[src/hdl/tbz_pkg.sv]
// Constants shared by the compare timer and its buzzer prescaler.
// Assumes a byte-wide CPU data bus with 16-bit addresses.
package tbz_pkg;

	// -------------------------------------------------------------
	// Byte addresses
	// -------------------------------------------------------------
	localparam logic [15:0] TBZ_ADDR_CNT_LO  = 16'hff12;
	localparam logic [15:0] TBZ_ADDR_CNT_HI  = 16'hff13;
	localparam logic [15:0] TBZ_ADDR_CAP_LO  = 16'hff14;
	localparam logic [15:0] TBZ_ADDR_CAP_HI  = 16'hff15;
	localparam logic [15:0] TBZ_ADDR_CMP_LO  = 16'hff16;
	localparam logic [15:0] TBZ_ADDR_CMP_HI  = 16'hff17;
	localparam logic [15:0] TBZ_ADDR_MODE    = 16'hff18;
	localparam logic [15:0] TBZ_ADDR_STATUS  = 16'hff19;
	localparam logic [15:0] TBZ_ADDR_BUZZER  = 16'hff1a;

	// -------------------------------------------------------------
	// Field positions
	// -------------------------------------------------------------
	localparam int TBZ_MODE_SEL_LO   = 4;
	localparam int TBZ_MODE_TOC_BIT  = 3;
	localparam int TBZ_STAT_FLAG_BIT = 0;
	localparam int TBZ_STAT_RDV_BIT  = 1;
	localparam int TBZ_STAT_CAP_BIT  = 2;
	localparam int TBZ_BZ_EN_BIT     = 0;
	localparam int TBZ_BZ_DIV_LO     = 1;

	// -------------------------------------------------------------
	// Reset values
	// -------------------------------------------------------------
	localparam logic [15:0] TBZ_CMP_RST  = 16'hffff;
	localparam logic [15:0] TBZ_CNT_RST  = 16'h0000;
	localparam logic [1:0]  TBZ_SEL_RST  = 2'h0;
	localparam logic [2:0]  TBZ_DIV_RST  = 3'h0;

	// -------------------------------------------------------------
	// Count clock selection and timing
	// -------------------------------------------------------------
	typedef enum logic [1:0] {
		TBZ_CLK_DIV4,
		TBZ_CLK_DIV64,
		TBZ_CLK_DIV128,
		TBZ_CLK_SUB
	} tbz_clksel_t;

	localparam int          TBZ_PRE_W        = 7;
	localparam logic [6:0]  TBZ_PRE_MASK4    = 7'h03;
	localparam logic [6:0]  TBZ_PRE_MASK64   = 7'h3f;
	localparam logic [6:0]  TBZ_PRE_MASK128  = 7'h7f;
	// Half a count-clock period in system clocks, per main-clock source
	localparam logic [6:0]  TBZ_HALF4        = 7'h02;
	localparam logic [6:0]  TBZ_HALF64       = 7'h20;
	localparam logic [6:0]  TBZ_HALF128      = 7'h40;
	localparam int          TBZ_BZ_CNT_W     = 13;

endpackage

[src/hdl/tbz_timer.sv]
// 16-bit free-running compare timer with buzzer output and pin gating.
// Assumes a byte bus on sys_clk; clock status inputs come from the
// clock generator on the same clock; pins arrive asynchronously.
//
// Notes on behaviour
// Buzzer wave divides the selected count clock
// Codes 0..7 divide by 2^4,5,8..13
// Buzzer source is the selected count clock
// Buzzer drives only while enable bit0 set
// Pin shows wave only in output, latch 0
// Capture dead while main oscillator stopped
// Readout undefined when CPU slower than count
// Main count clock needs high-speed CPU for readout
// Sub clock, buzzer off: halts without main
// Sub clock, buzzer on: runs, capture unreliable
// Software masks irq, clears toggle before rewrite
// Rewrite timing may double or shorten intervals
// Byte rewrite: high first, wait half period
// Irq held half period; late enable inverts
// Word rewrite: wait one count period first
// Compare high byte above low byte
// Match raises irq, counter keeps running
// Buzzer is prescaler chain with selectable tap
`timescale 1ns/10ps
module tbz_timer
	import tbz_pkg::*;
(
	input  wire logic        sys_clk,
	input  wire logic        rst_n,
	input  wire logic [15:0] bus_addr,
	input  wire logic        bus_wr,
	input  wire logic        bus_rd,
	input  wire logic [7:0]  bus_wdata,
	output logic      [7:0]  bus_rdata,
	input  wire logic        main_osc_stopped,
	input  wire logic        cpu_on_sub_clk,
	input  wire logic        cpu_high_speed,
	input  wire logic        sub_clk_pin,
	input  wire logic        capture_pin,
	input  wire logic        buzzer_pin_dir,
	input  wire logic        buzzer_pin_latch,
	output logic             buzzer_pin_out,
	output logic             buzzer_pin_oe,
	output logic             compare_irq,
	output logic             toggle_out,
	output logic             readout_valid
);

	// ---------------------------------------------------------------
	// State
	// ---------------------------------------------------------------
	typedef struct packed {
		logic [TBZ_PRE_W-1:0] pre;
		logic                 sub_s1;
		logic                 sub_s2;
		logic                 sub_d;
		logic                 cap_s1;
		logic                 cap_s2;
		logic                 cap_d;
		logic [15:0]          free_run_counter;
		logic [15:0]          compare_value_word;
		logic [15:0]          capture_word;
		logic [7:0]           read_buf_hi;
		tbz_clksel_t          count_clk_sel;
		logic                 toggle_output_enable;
		logic [2:0]           buzzer_div_sel;
		logic                 buzzer_out_enable;
		logic                 timer_irq_flag;
		logic                 irq;
		logic [TBZ_PRE_W-1:0] irq_left;
		logic                 irq_wait_fall;
		logic                 tog;
		logic                 rdv;
		logic [7:0]           rdata;
		logic                 pin_out;
		logic                 pin_oe;
	} tbz_state_t;

	tbz_state_t st_reg;
	tbz_state_t st_next;

	logic       main_tick;
	logic       sub_rise;
	logic       sub_fall;
	logic       count_tick;
	logic       match;
	logic       capture_ok;
	logic       bz_wave;
	logic       wr_mode;
	logic [6:0] half_cycles;

	function automatic logic tbz_hit(input logic [15:0] a, input logic [15:0] ref_a);
		tbz_hit = (a == ref_a);
	endfunction

	// ---------------------------------------------------------------
	// Count clock generation
	// ---------------------------------------------------------------
	always_comb
	begin
		sub_rise = st_reg.sub_s2 && !st_reg.sub_d;
		sub_fall = !st_reg.sub_s2 && st_reg.sub_d;
		main_tick = 1'b0;
		half_cycles = TBZ_HALF4;
		unique case (st_reg.count_clk_sel)
			TBZ_CLK_DIV4:
			begin
				main_tick = (st_reg.pre & TBZ_PRE_MASK4) == TBZ_PRE_MASK4;
				half_cycles = TBZ_HALF4;
			end
			TBZ_CLK_DIV64:
			begin
				main_tick = (st_reg.pre & TBZ_PRE_MASK64) == TBZ_PRE_MASK64;
				half_cycles = TBZ_HALF64;
			end
			TBZ_CLK_DIV128:
			begin
				main_tick = st_reg.pre == TBZ_PRE_MASK128;
				half_cycles = TBZ_HALF128;
			end
			TBZ_CLK_SUB:
			begin
				main_tick = 1'b0;
				half_cycles = TBZ_HALF4;
			end
		endcase
		// Sub clock only reaches the counter through the main-clock
		// resynchroniser unless the buzzer bypass is selected
		if (st_reg.count_clk_sel == TBZ_CLK_SUB)
			count_tick = sub_rise && (!main_osc_stopped || st_reg.buzzer_out_enable); // see R09
		else
			count_tick = main_tick && !main_osc_stopped;
		match = count_tick && (st_reg.free_run_counter == st_reg.compare_value_word);
		capture_ok = !main_osc_stopped &&
			!(st_reg.count_clk_sel == TBZ_CLK_SUB && st_reg.buzzer_out_enable);
		wr_mode = bus_wr && tbz_hit(bus_addr, TBZ_ADDR_MODE);
	end

	tbz_buzzer_div #(
		.CNT_W    (TBZ_BZ_CNT_W)
	) u_bz (
		.sys_clk  (sys_clk),
		.rst_n    (rst_n),
		.src_tick (count_tick), // see R01
		.div_sel  (st_reg.buzzer_div_sel),
		.wave     (bz_wave)
	);

	// ---------------------------------------------------------------
	// Next state
	// ---------------------------------------------------------------
	always_comb
	begin
		st_next = st_reg;
		st_next.pre = st_reg.pre + 1'b1;
		// Only the second flop of each synchroniser and its delayed copy feed logic
		st_next.sub_s1 = sub_clk_pin;
		st_next.sub_s2 = st_reg.sub_s1;
		st_next.sub_d = st_reg.sub_s2;
		st_next.cap_s1 = capture_pin;
		st_next.cap_s2 = st_reg.cap_s1;
		st_next.cap_d = st_reg.cap_s2;

		// Counter never clears on a match
		if (count_tick)
			st_next.free_run_counter = st_reg.free_run_counter + 1'b1;

		if (st_reg.cap_s2 && !st_reg.cap_d && capture_ok)
			st_next.capture_word = st_reg.free_run_counter;

		// Interrupt line stays high for half a count-clock period
		if (st_reg.irq)
		begin
			if (st_reg.irq_wait_fall)
			begin
				if (sub_fall)
					st_next.irq = 1'b0;
			end
			else if (st_reg.irq_left <= 7'h01)
				st_next.irq = 1'b0;
			else
				st_next.irq_left = st_reg.irq_left - 1'b1;
		end
		if (match)
		begin
			st_next.irq = 1'b1;
			st_next.irq_left = half_cycles;
			st_next.irq_wait_fall = st_reg.count_clk_sel == TBZ_CLK_SUB;
			if (st_reg.toggle_output_enable)
				st_next.tog = !st_reg.tog;
		end

		// Readout health: CPU must not be slower than the count clock
		if (st_reg.count_clk_sel == TBZ_CLK_SUB)
			st_next.rdv = !st_reg.buzzer_out_enable && !main_osc_stopped; // see R07
		else
			st_next.rdv = !cpu_on_sub_clk && cpu_high_speed && !main_osc_stopped;

		// Register writes
		if (bus_wr)
		begin
			if (tbz_hit(bus_addr, TBZ_ADDR_CMP_LO))
				st_next.compare_value_word[7:0] = bus_wdata;
			if (tbz_hit(bus_addr, TBZ_ADDR_CMP_HI))
				st_next.compare_value_word[15:8] = bus_wdata;
			if (tbz_hit(bus_addr, TBZ_ADDR_STATUS) && bus_wdata[TBZ_STAT_FLAG_BIT])
				st_next.timer_irq_flag = 1'b0;
			if (tbz_hit(bus_addr, TBZ_ADDR_BUZZER))
			begin
				st_next.buzzer_out_enable = bus_wdata[TBZ_BZ_EN_BIT];
				st_next.buzzer_div_sel = bus_wdata[TBZ_BZ_DIV_LO +: 3];
			end
		end
		if (wr_mode)
		begin
			st_next.count_clk_sel = tbz_clksel_t'(bus_wdata[TBZ_MODE_SEL_LO +: 2]);
			st_next.toggle_output_enable = bus_wdata[TBZ_MODE_TOC_BIT];
			// Enabling toggle while the line is still high inverts the output
			if (bus_wdata[TBZ_MODE_TOC_BIT] && !st_reg.toggle_output_enable && st_reg.irq)
				st_next.tog = !st_reg.tog; // see R14
		end
		// A match in the clearing cycle keeps the flag set
		if (match)
			st_next.timer_irq_flag = 1'b1;

		// Register reads: low counter byte freezes the high byte
		st_next.rdata = 8'h00;
		if (bus_rd)
		begin
			unique case (1'b1)
				tbz_hit(bus_addr, TBZ_ADDR_CNT_LO):
				begin
					st_next.rdata = st_reg.free_run_counter[7:0];
					st_next.read_buf_hi = st_reg.free_run_counter[15:8];
				end
				tbz_hit(bus_addr, TBZ_ADDR_CNT_HI): st_next.rdata = st_reg.read_buf_hi;
				tbz_hit(bus_addr, TBZ_ADDR_CAP_LO): st_next.rdata = st_reg.capture_word[7:0];
				tbz_hit(bus_addr, TBZ_ADDR_CAP_HI): st_next.rdata = st_reg.capture_word[15:8];
				tbz_hit(bus_addr, TBZ_ADDR_CMP_LO):
					st_next.rdata = st_reg.compare_value_word[7:0];
				tbz_hit(bus_addr, TBZ_ADDR_CMP_HI):
					st_next.rdata = st_reg.compare_value_word[15:8];
				tbz_hit(bus_addr, TBZ_ADDR_MODE):
					st_next.rdata = {2'h0, st_reg.count_clk_sel,
						st_reg.toggle_output_enable, 3'h0};
				tbz_hit(bus_addr, TBZ_ADDR_STATUS):
					st_next.rdata = {5'h00, capture_ok, st_reg.rdv, st_reg.timer_irq_flag};
				tbz_hit(bus_addr, TBZ_ADDR_BUZZER):
					st_next.rdata = {4'h0, st_reg.buzzer_div_sel, st_reg.buzzer_out_enable};
				default: st_next.rdata = 8'h00;
			endcase
		end

		// Shared pin: latch high overrides, input mode releases the pin
		st_next.pin_oe = !buzzer_pin_dir;
		st_next.pin_out = !buzzer_pin_dir &&
			(buzzer_pin_latch || (st_reg.buzzer_out_enable && bz_wave)); // see R04
	end

	// ---------------------------------------------------------------
	// Registers
	// ---------------------------------------------------------------
	always_ff @(posedge sys_clk or negedge rst_n)
	begin
		if (!rst_n)
		begin
			st_reg <= '0;
			st_reg.free_run_counter <= TBZ_CNT_RST;
			st_reg.compare_value_word <= TBZ_CMP_RST;
			st_reg.count_clk_sel <= tbz_clksel_t'(TBZ_SEL_RST);
			st_reg.buzzer_div_sel <= TBZ_DIV_RST;
		end
		else
			st_reg <= st_next;
	end

	assign bus_rdata = st_reg.rdata;
	assign buzzer_pin_out = st_reg.pin_out;
	assign buzzer_pin_oe = st_reg.pin_oe;
	assign compare_irq = st_reg.irq;
	assign toggle_out = st_reg.tog;
	assign readout_valid = st_reg.rdv;
endmodule

[src/hdl/tbz_buzzer_div.sv]
// Buzzer prescaler: free-running chain on the selected count clock.
// Assumes src_tick is a one-cycle pulse on sys_clk per source edge.
`timescale 1ns/10ps
module tbz_buzzer_div
	import tbz_pkg::*;
#(
	parameter int CNT_W = TBZ_BZ_CNT_W
)
(
	input  wire logic       sys_clk,
	input  wire logic       rst_n,
	input  wire logic       src_tick,
	input  wire logic [2:0] div_sel,
	output logic            wave
);

	typedef struct packed {
		logic [CNT_W-1:0] chain;
		logic             wave;
	} tbz_bzst_t;

	tbz_bzst_t st_reg;
	tbz_bzst_t st_next;

	// Tap bit that toggles every 2^(n-1) ticks gives fcl/2^n
	function automatic logic [3:0] tbz_tap(input logic [2:0] sel);
		unique case (sel)
			3'h0:    tbz_tap = 4'h3;
			3'h1:    tbz_tap = 4'h4;
			3'h2:    tbz_tap = 4'h7;
			3'h3:    tbz_tap = 4'h8;
			3'h4:    tbz_tap = 4'h9;
			3'h5:    tbz_tap = 4'ha;
			3'h6:    tbz_tap = 4'hb;
			3'h7:    tbz_tap = 4'hc;
		endcase
	endfunction

	always_comb
	begin
		st_next = st_reg;
		if (src_tick)
			st_next.chain = st_reg.chain + 1'b1;
		st_next.wave = st_reg.chain[tbz_tap(div_sel)]; // see R01
	end

	always_ff @(posedge sys_clk or negedge rst_n)
	begin
		if (!rst_n)
			st_reg <= '0;
		else
			st_reg <= st_next;
	end

	assign wave = st_reg.wave;
endmodule

[config.mk]
export PLATFORM = sky130hd
export DESIGN_NAME = tbz_timer
export DESIGN_NICKNAME = d
export VERILOG_FILES = /design/src/hdl/tbz_pkg.sv /design/src/hdl/tbz_timer.sv /design/src/hdl/tbz_buzzer_div.sv
export SDC_FILE = /design/constraint.sdc
export NUM_CORES = 1
export LEC_CHECK = 0
export BUFFER_PORTS_ARGS = -buffer_cell sky130_fd_sc_hd__buf_2
export CORE_MARGIN = 4
export CORE_UTILIZATION = 45
export DETAILED_ROUTE_END_ITERATION = 7
export GPL_TIMING_DRIVEN = 0
export RECOVER_POWER = 100
export SYNTH_ARGS = -nofsm -noshare
export SYNTH_HDL_FRONTEND = slang
export SYNTH_HIERARCHICAL = 1
export SYNTH_SLANG_ARGS = --single-unit
[constraint.sdc]
create_clock -name sys_clk -period 3.1 [get_ports sys_clk]
set_input_delay 0.31 -clock sys_clk [delete_from_list [all_inputs] [get_ports sys_clk]]
set_output_delay 0.31 -clock sys_clk [all_outputs]
set_load 0.1 [all_outputs]
==> results of run 1 <==
report_power, final:
| part | leakage, nW | internal, W | switching, W | total [W] |
|---|---|---|---|---|
| logic | 1.26 | 0.000264 | 0.000358 | 0.000622 |
| registers | 1.43 | 0.00161 | 0.000172 | 0.00178 |
| clock network | 0.136 | 0.000595 | 0.000522 | 0.00112 |
through the flow:
| step | util, % | worst slack (ns) | power [W] |
|---|---|---|---|
| 2_1_floorplan | - | 0.9429 | 0.002225 |
| 3_3_place_gp | 50.00 | 0.3482 | 0.002414 |
| 3_5_place_dp | 50.25 | 0.3426 | 0.002442 |
| 4_1_cts | 52.67 | 0.3224 | 0.003582 |
| 5_1_grt | 51.96 | 0.1960 | 0.003730 |
| 6_report | 51.96 | 0.3468 | 0.003522 |
area by class of cell:
class,instances,area [um2]
Buffer,25,127.6
Clock buffer,13,260.3
Clock inverter,3,25.02
Fill cell,1103,5842
Inverter,10,37.54
Multi-Input combinational cell,335,2608
Sequential cell,112,2823
Tap cell,168,210.2
Timing Repair Buffer,48,229.0
metal layers:
| metal | global-route usage [%] | wire length, um | vias up | share of wire (%) |
|---|---|---|---|---|
| met2 | 31.96 | 6333 | 70 | 50 |
| met1 | 23.90 | 5600 | 1913 | 44 |
| met4 | 4.438 | 165 | 0 | 1.3 |
| li1 | - | - | 1837 | - |
| met3 | 5.278 | 557 | 11 | 4.4 |
| met5 | 0 | 0 | - | 0 |
what timing repair did:
action | in CTS | in global routing
hold buffers | 1 | 0
endpoints found under the hold margin | 8 | 0
setup buffers | 0 | 0
cells by family (layout without fill, tap and decap cells):
family          after synthesis  after routing  share of synthesized area [%]
flops                       112            112                          50.04
mux                          76             76                          15.39
xor+xnor                     54             54                          8.385
buf+inv                      35             99                          3.106
fa+ha+maj                    11             11                          2.440
compound gates               45             45                          5.857
simple gates                149            149                          14.77
cell usage in the layout (no fill, tap or decap), types with 13 or more instances in the layout:
cell      synthesis  routed
dfrtp_1          96      96
mux2_2           54      54
xnor2_1          40      40
nor2_1           32      33
buf_2             5      33
clkbuf_1          9      31
nand2_1          21      21
nand3_1          21      21
nand4_1          16      16
dfstp_2          16      16
mux2i_1          14      14
xor2_1           14      14
nor3_1           13      13
worst max-delay path by stage:
stage | from | to | slack (ns) | cells after the start
floorplan | st_reg[27] | u_bz/st_reg[11] | 0.94 | 8
global placement | st_reg[28] | u_bz/st_reg[11] | 0.35 | 9
detailed placement | st_reg[28] | u_bz/st_reg[11] | 0.34 | 9
CTS | st_reg[28] | u_bz/st_reg[11] | 0.32 | 9
global route | st_reg[28] | u_bz/st_reg[11] | 0.20 | 9
finish | st_reg[28] | u_bz/st_reg[11] | 0.35 | 9
==> flow_summary_export.csv, run 1 <==
group,metric,value,unit
sta,fmax,363.2,MHz
critical_path,timing.rr.end,"u_bz/st_reg[11]",
finish,n_antenna_cell,0,
place,dp.cells,697,
critical_path,worstSetupPathType,"flip-flop to flip-flop",
routing,remaining_drc_errors,0,
yosys,yosys_warnings,6,
die,start_util,46.38,%
clock_tree,clk_latency,0.35,ns
sta,finalClockSkew,0.01103,ns
min_path,holdPathEnd,"st_next[89]",
die,core_area,0.01216,mm2
yosys,async_reset_ff_share,100.0,%
sta,worst_slew_pin_slew,1.178,ns
place,gp_congestion,0.8278,
routing,avgRoutedWirePerCell,17.73,um
global_routing,grt_pass1_vias,4055,
yosys,yosys-top-cells-count,"96 x dfrtp_1, 54 x mux2_2, 40 x xnor2_1",
finish,fin_nets,587,
global_routing,grt_max_degree,65,
finish,area_growth_syn_to_layout,12.05,%
routing,vias,3831,
finish,stdcell_area,0.006320,mm2
critical_path,reg2reg_from,"st_reg[28]",
yosys,synth.most_common_cell,"dfrtp_1",
yosys,synth_ff_type,"dfrtp_1",
critical_path,start_kind,"flip-flop",
critical_path,path_cells,"ha_1 -> nand2_1 -> nor3_1 -> o21a_1 -> buf_2 -> nand4_4 -> nor3_4 -> and3_1 -> xor2_1",
sta,hold_slack,0.06025,ns
clock_tree,root_buffer,"clkbuf_16",
sta,min_period,2.753,ns
sta,relSlewSlack,21.45,%
clock_tree,post_cts_resized,0,
die,top_level_ports,48,
min_path,holdCritPathClass,"primary input to flip-flop",
routing,routed_wl,12660,um
global_routing,grt_pass1_wl,21020,um
critical_path,slowest_delay,0.47,ns
routing,drt_iter0_markers,221,
place,placed_area,0.006111,mm2
routing,viasPerCell,5.366,
global_routing,grt_overflow,0,
clock_tree,tritoncts,"done",
yosys,ys_ff_latch,112,
sta,final.setup.tns,0,ns
place,io_buffers,46,
sta,finalMaxSlewViolations,0,
critical_path,r2r_slack,0.35,ns
critical_path,cp-end-kind,"flip-flop",
power,leakage,2.830,nW
die,rows,40,
sta,fin_crit_sh,88.81,%
yosys,synth_edf_count,0,
critical_path,cp_max_fo,15,
routing,drtPass1Iterations,6,
critical_path,cp_slowest_cell,"dfrtp_1",
critical_path,required,3.38,ns
finish,layout.cells.non_filler,714,
run,drv_cap,0,
die,die_y,120.0,um
critical_path,cp_top_family,"simple AND/OR/NAND/NOR gates",
yosys,yosys-top-cells-area,"dfrtp_1 43%, mux2_2 11%, dfstp_2 7.5%",
yosys,avgSynthCellArea,11.70,um2
clock_tree,clk_pin_slew_worst_paths,0.07,ns
min_path,whs_path_depth,1,
place,hpwlAfterDp,9445,um
min_path,hold_start,"sub_clk_pin",
clock_tree,cts_sinks,112,
critical_path,crit_arrival,3.03,ns
sta,setup-violations-final,0,
routing,drtAntennaViolNets,0,
finish,largest_register_ffs,81,
finish,drive_above_1_share,24.54,%
clock_tree,h-tree-depth,3,
run_status,status,"finished, final reports clean",
power,p_per_area,557.3,mW/mm2
sta,rsz0062_at_grt,"no",
clock_tree,cts_made_buffers,9,
sta,hold_violations,0,
clock_tree,cts_buffer_depth,2,
yosys,synth_top_area_share,42.59,%
yosys,ys_seq_area_share,50.04,%
yosys,ys_types,54,
yosys,synth_top_cell_by_area,"dfrtp_1",
global_routing,antenna_found_initial,0,
yosys,synth_cells,482,
yosys,syn_area,0.005640,mm2
global_routing,globalRouteTotalUtil,18.83,%
critical_path,reg2regPathDepth,9,
die,fp.dieW,120.0,um
yosys,syn_nets,528,
critical_path,crit_buf_inv,1,
power,ir_drop,0.2468,mV
die,die-area,0.01439,mm2
No activity file was read; power rests on OpenSTA's default activity.
==> run 2: changes to the inputs <==
Settings changed: BUFFER_PORTS_ARGS -buffer_cell sky130_fd_sc_hd__buf_2 to unset, DONT_BUFFER_PORTS set to 1, PLACE_DENSITY set to 0.58.
==> run 2 against run 1 <==
Via count decreased by 2.9%. Utilization decreased by 1.6 points. Critical path depth unchanged. First-iteration DRC count increased by 58%. Die area unchanged. Largest power group unchanged.
==> flow_summary_export.csv, run 2 (synthesized netlist as in run 1, its figures left out) <==
group,metric,value,unit
run_status,status,"finished, final reports clean",
die,rows,40,
routing,drt_iter0_markers,349,
finish,drive_above_1_share,19.05,%
die,top_level_ports,48,
critical_path,cp_slowest_cell,"dfrtp_1",
die,die_y,120.0,um
global_routing,antenna_found_initial,0,
critical_path,worstSetupPathType,"flip-flop to flip-flop",
place,hpwlAfterDp,8876,um
routing,drt-met1-wl,5695,um
critical_path,cp_max_fo,15,
die,fp.dieW,120.0,um
sta,worst_slack,0.4198,ns
critical_path,path_cells,"ha_1 -> nand2_1 -> nor3_1 -> o21a_1 -> buf_2 -> nand4_4 -> nor3_4 -> and3_1 -> xor2_1",
sta,hold_slack,0.07969,ns
power,p_per_area,575.0,mW/mm2
clock_tree,post_cts_resized,0,
clock_tree,root_buffer,"clkbuf_16",
global_routing,grt_max_degree,113,
critical_path,slowest_delay,0.47,ns
clock_tree,clk_latency,0.36,ns
sta,worst_slew_pin_slew,1.483,ns
finish,n_antenna_cell,0,
sta,fmax,373.1,MHz
place,gp_congestion,0.8205,
critical_path,r2r_slack,0.42,ns
place,dp.cells,650,
finish,stdcell_area,0.006131,mm2
sta,finalMaxSlewViolations,0,
sta,final.setup.tns,0,ns
critical_path,crit_arrival,2.97,ns
routing,remaining_drc_errors,0,
power,leakage,2.683,nW
run,drv_cap,0,
sta,finalClockSkew,0.007346,ns
finish,largest_register_ffs,81,
finish,layout.cells.non_filler,672,
place,io_buffers,0,
sta,setup-violations-final,0,
global_routing,grt_pass1_wl,20480,um
routing,drtPass1Iterations,5,
sta,relSlewSlack,1.163,%
routing,met2_length,5605,um
sta,min_period,2.680,ns
finish,final_cell_mix,"96 x dfrtp_1, 53 x mux2_2, 40 x xnor2_1",
routing,drtAntennaViolNets,0,
clock_tree,h-tree-depth,3,
die,core_area,0.01216,mm2
place,dp_slack,0.3694,ns
clock_tree,cts_made_buffers,9,
clock_tree,tritoncts,"done",
critical_path,cp-end-kind,"flip-flop",
finish,area_growth_syn_to_layout,8.696,%
finish,fin_nets,545,
sta,rsz0062_at_grt,"no",
global_routing,grt_pass1_vias,3770,
die,die-area,0.01439,mm2
finish,layout_commonest_cell,"dfrtp_1",
clock_tree,cts_sinks,112,
critical_path,crit_buf_inv,1,
clock_tree,cts_buffer_depth,2,
global_routing,grt_overflow,0,
clock_tree,clk_pin_slew_worst_paths,0.08,ns
routing,routed-wl-met3,825,um
power,ir_drop,0.2869,mV
routing,vias,3719,
routing,topRoutingLayerUsed,"met4",
place,placed_area,0.005851,mm2
critical_path,cp_top_family,"simple AND/OR/NAND/NOR gates",
critical_path,start_kind,"flip-flop",
min_path,holdCritPathClass,"primary input to flip-flop",
critical_path,required,3.39,ns
global_routing,globalRouteTotalUtil,18.32,%
routing,routed_wl,12370,um
sta,fin_crit_sh,86.46,%
routing,viasPerCell,5.534,
routing,avgRoutedWirePerCell,18.40,um
sta,hold_violations,0,
die,start_util,46.38,%
-- run 2: cell types whose count changed in the layout (fill, tap and decap cells not counted), sizes merged --
cell,change
inv,+4
clkinvlp,-1
dlygate4sd3,+4
buf,-38
clkinv,+1
clkbuf,-12
-- run 2: final timing paths --
| kind | depth (start not counted) | from | to |
|---|---|---|---|
| setup / recovery | 9 | st_reg[28] | u_bz/st_reg[11] |
| hold / removal | 1 | bus_wdata[6] | st_reg[67] |
| setup reg to reg | 9 | st_reg[28] | u_bz/st_reg[11] |
| hold reg to reg | 0 | st_next[89] | st_next[88] |
| max in group asynchronous | 2 | rst_n | st_reg[76] |
| min in group asynchronous | 2 | rst_n | st_reg[15] |
-- run 2: area by class of cell --
cell class	count	area, um2
clock inverters	7	71.32
fillers	1092	6031
flip-flops and latches	112	2823
repair buffers	6	57.56
plain buffers	25	97.59
inverters	10	37.54
multi-input cells	335	2609
well taps	168	210.2
clock buffers	9	225.2
-- run 2: per-stage QoR --
step	power, W	utilization [%]
detailed placement	0.002362	48.11
global placement	0.002351	48.11
CTS	0.003572	51.18
global route	0.003712	50.41
floorplan	0.002225	-
finish	0.003525	50.41
-- run 2: repair_timing --
item	4_1_cts	5_1_grt
hold buffers	6	0
setup buffers	0	0
endpoints found under the hold margin	117	0
-- run 2: per-layer routing --
layer	vias up	track usage, %
met5	-	0
met4	0	5.440
met2	86	27.89
met1	1868	25.16
li1	1748	-
met3	17	5.702
-- run 2: power by group --
part | internal, W | switching (W)
combinational | 0.000249 | 0.000272
sequential | 0.00161 | 0.000235
clock | 0.000572 | 0.000589
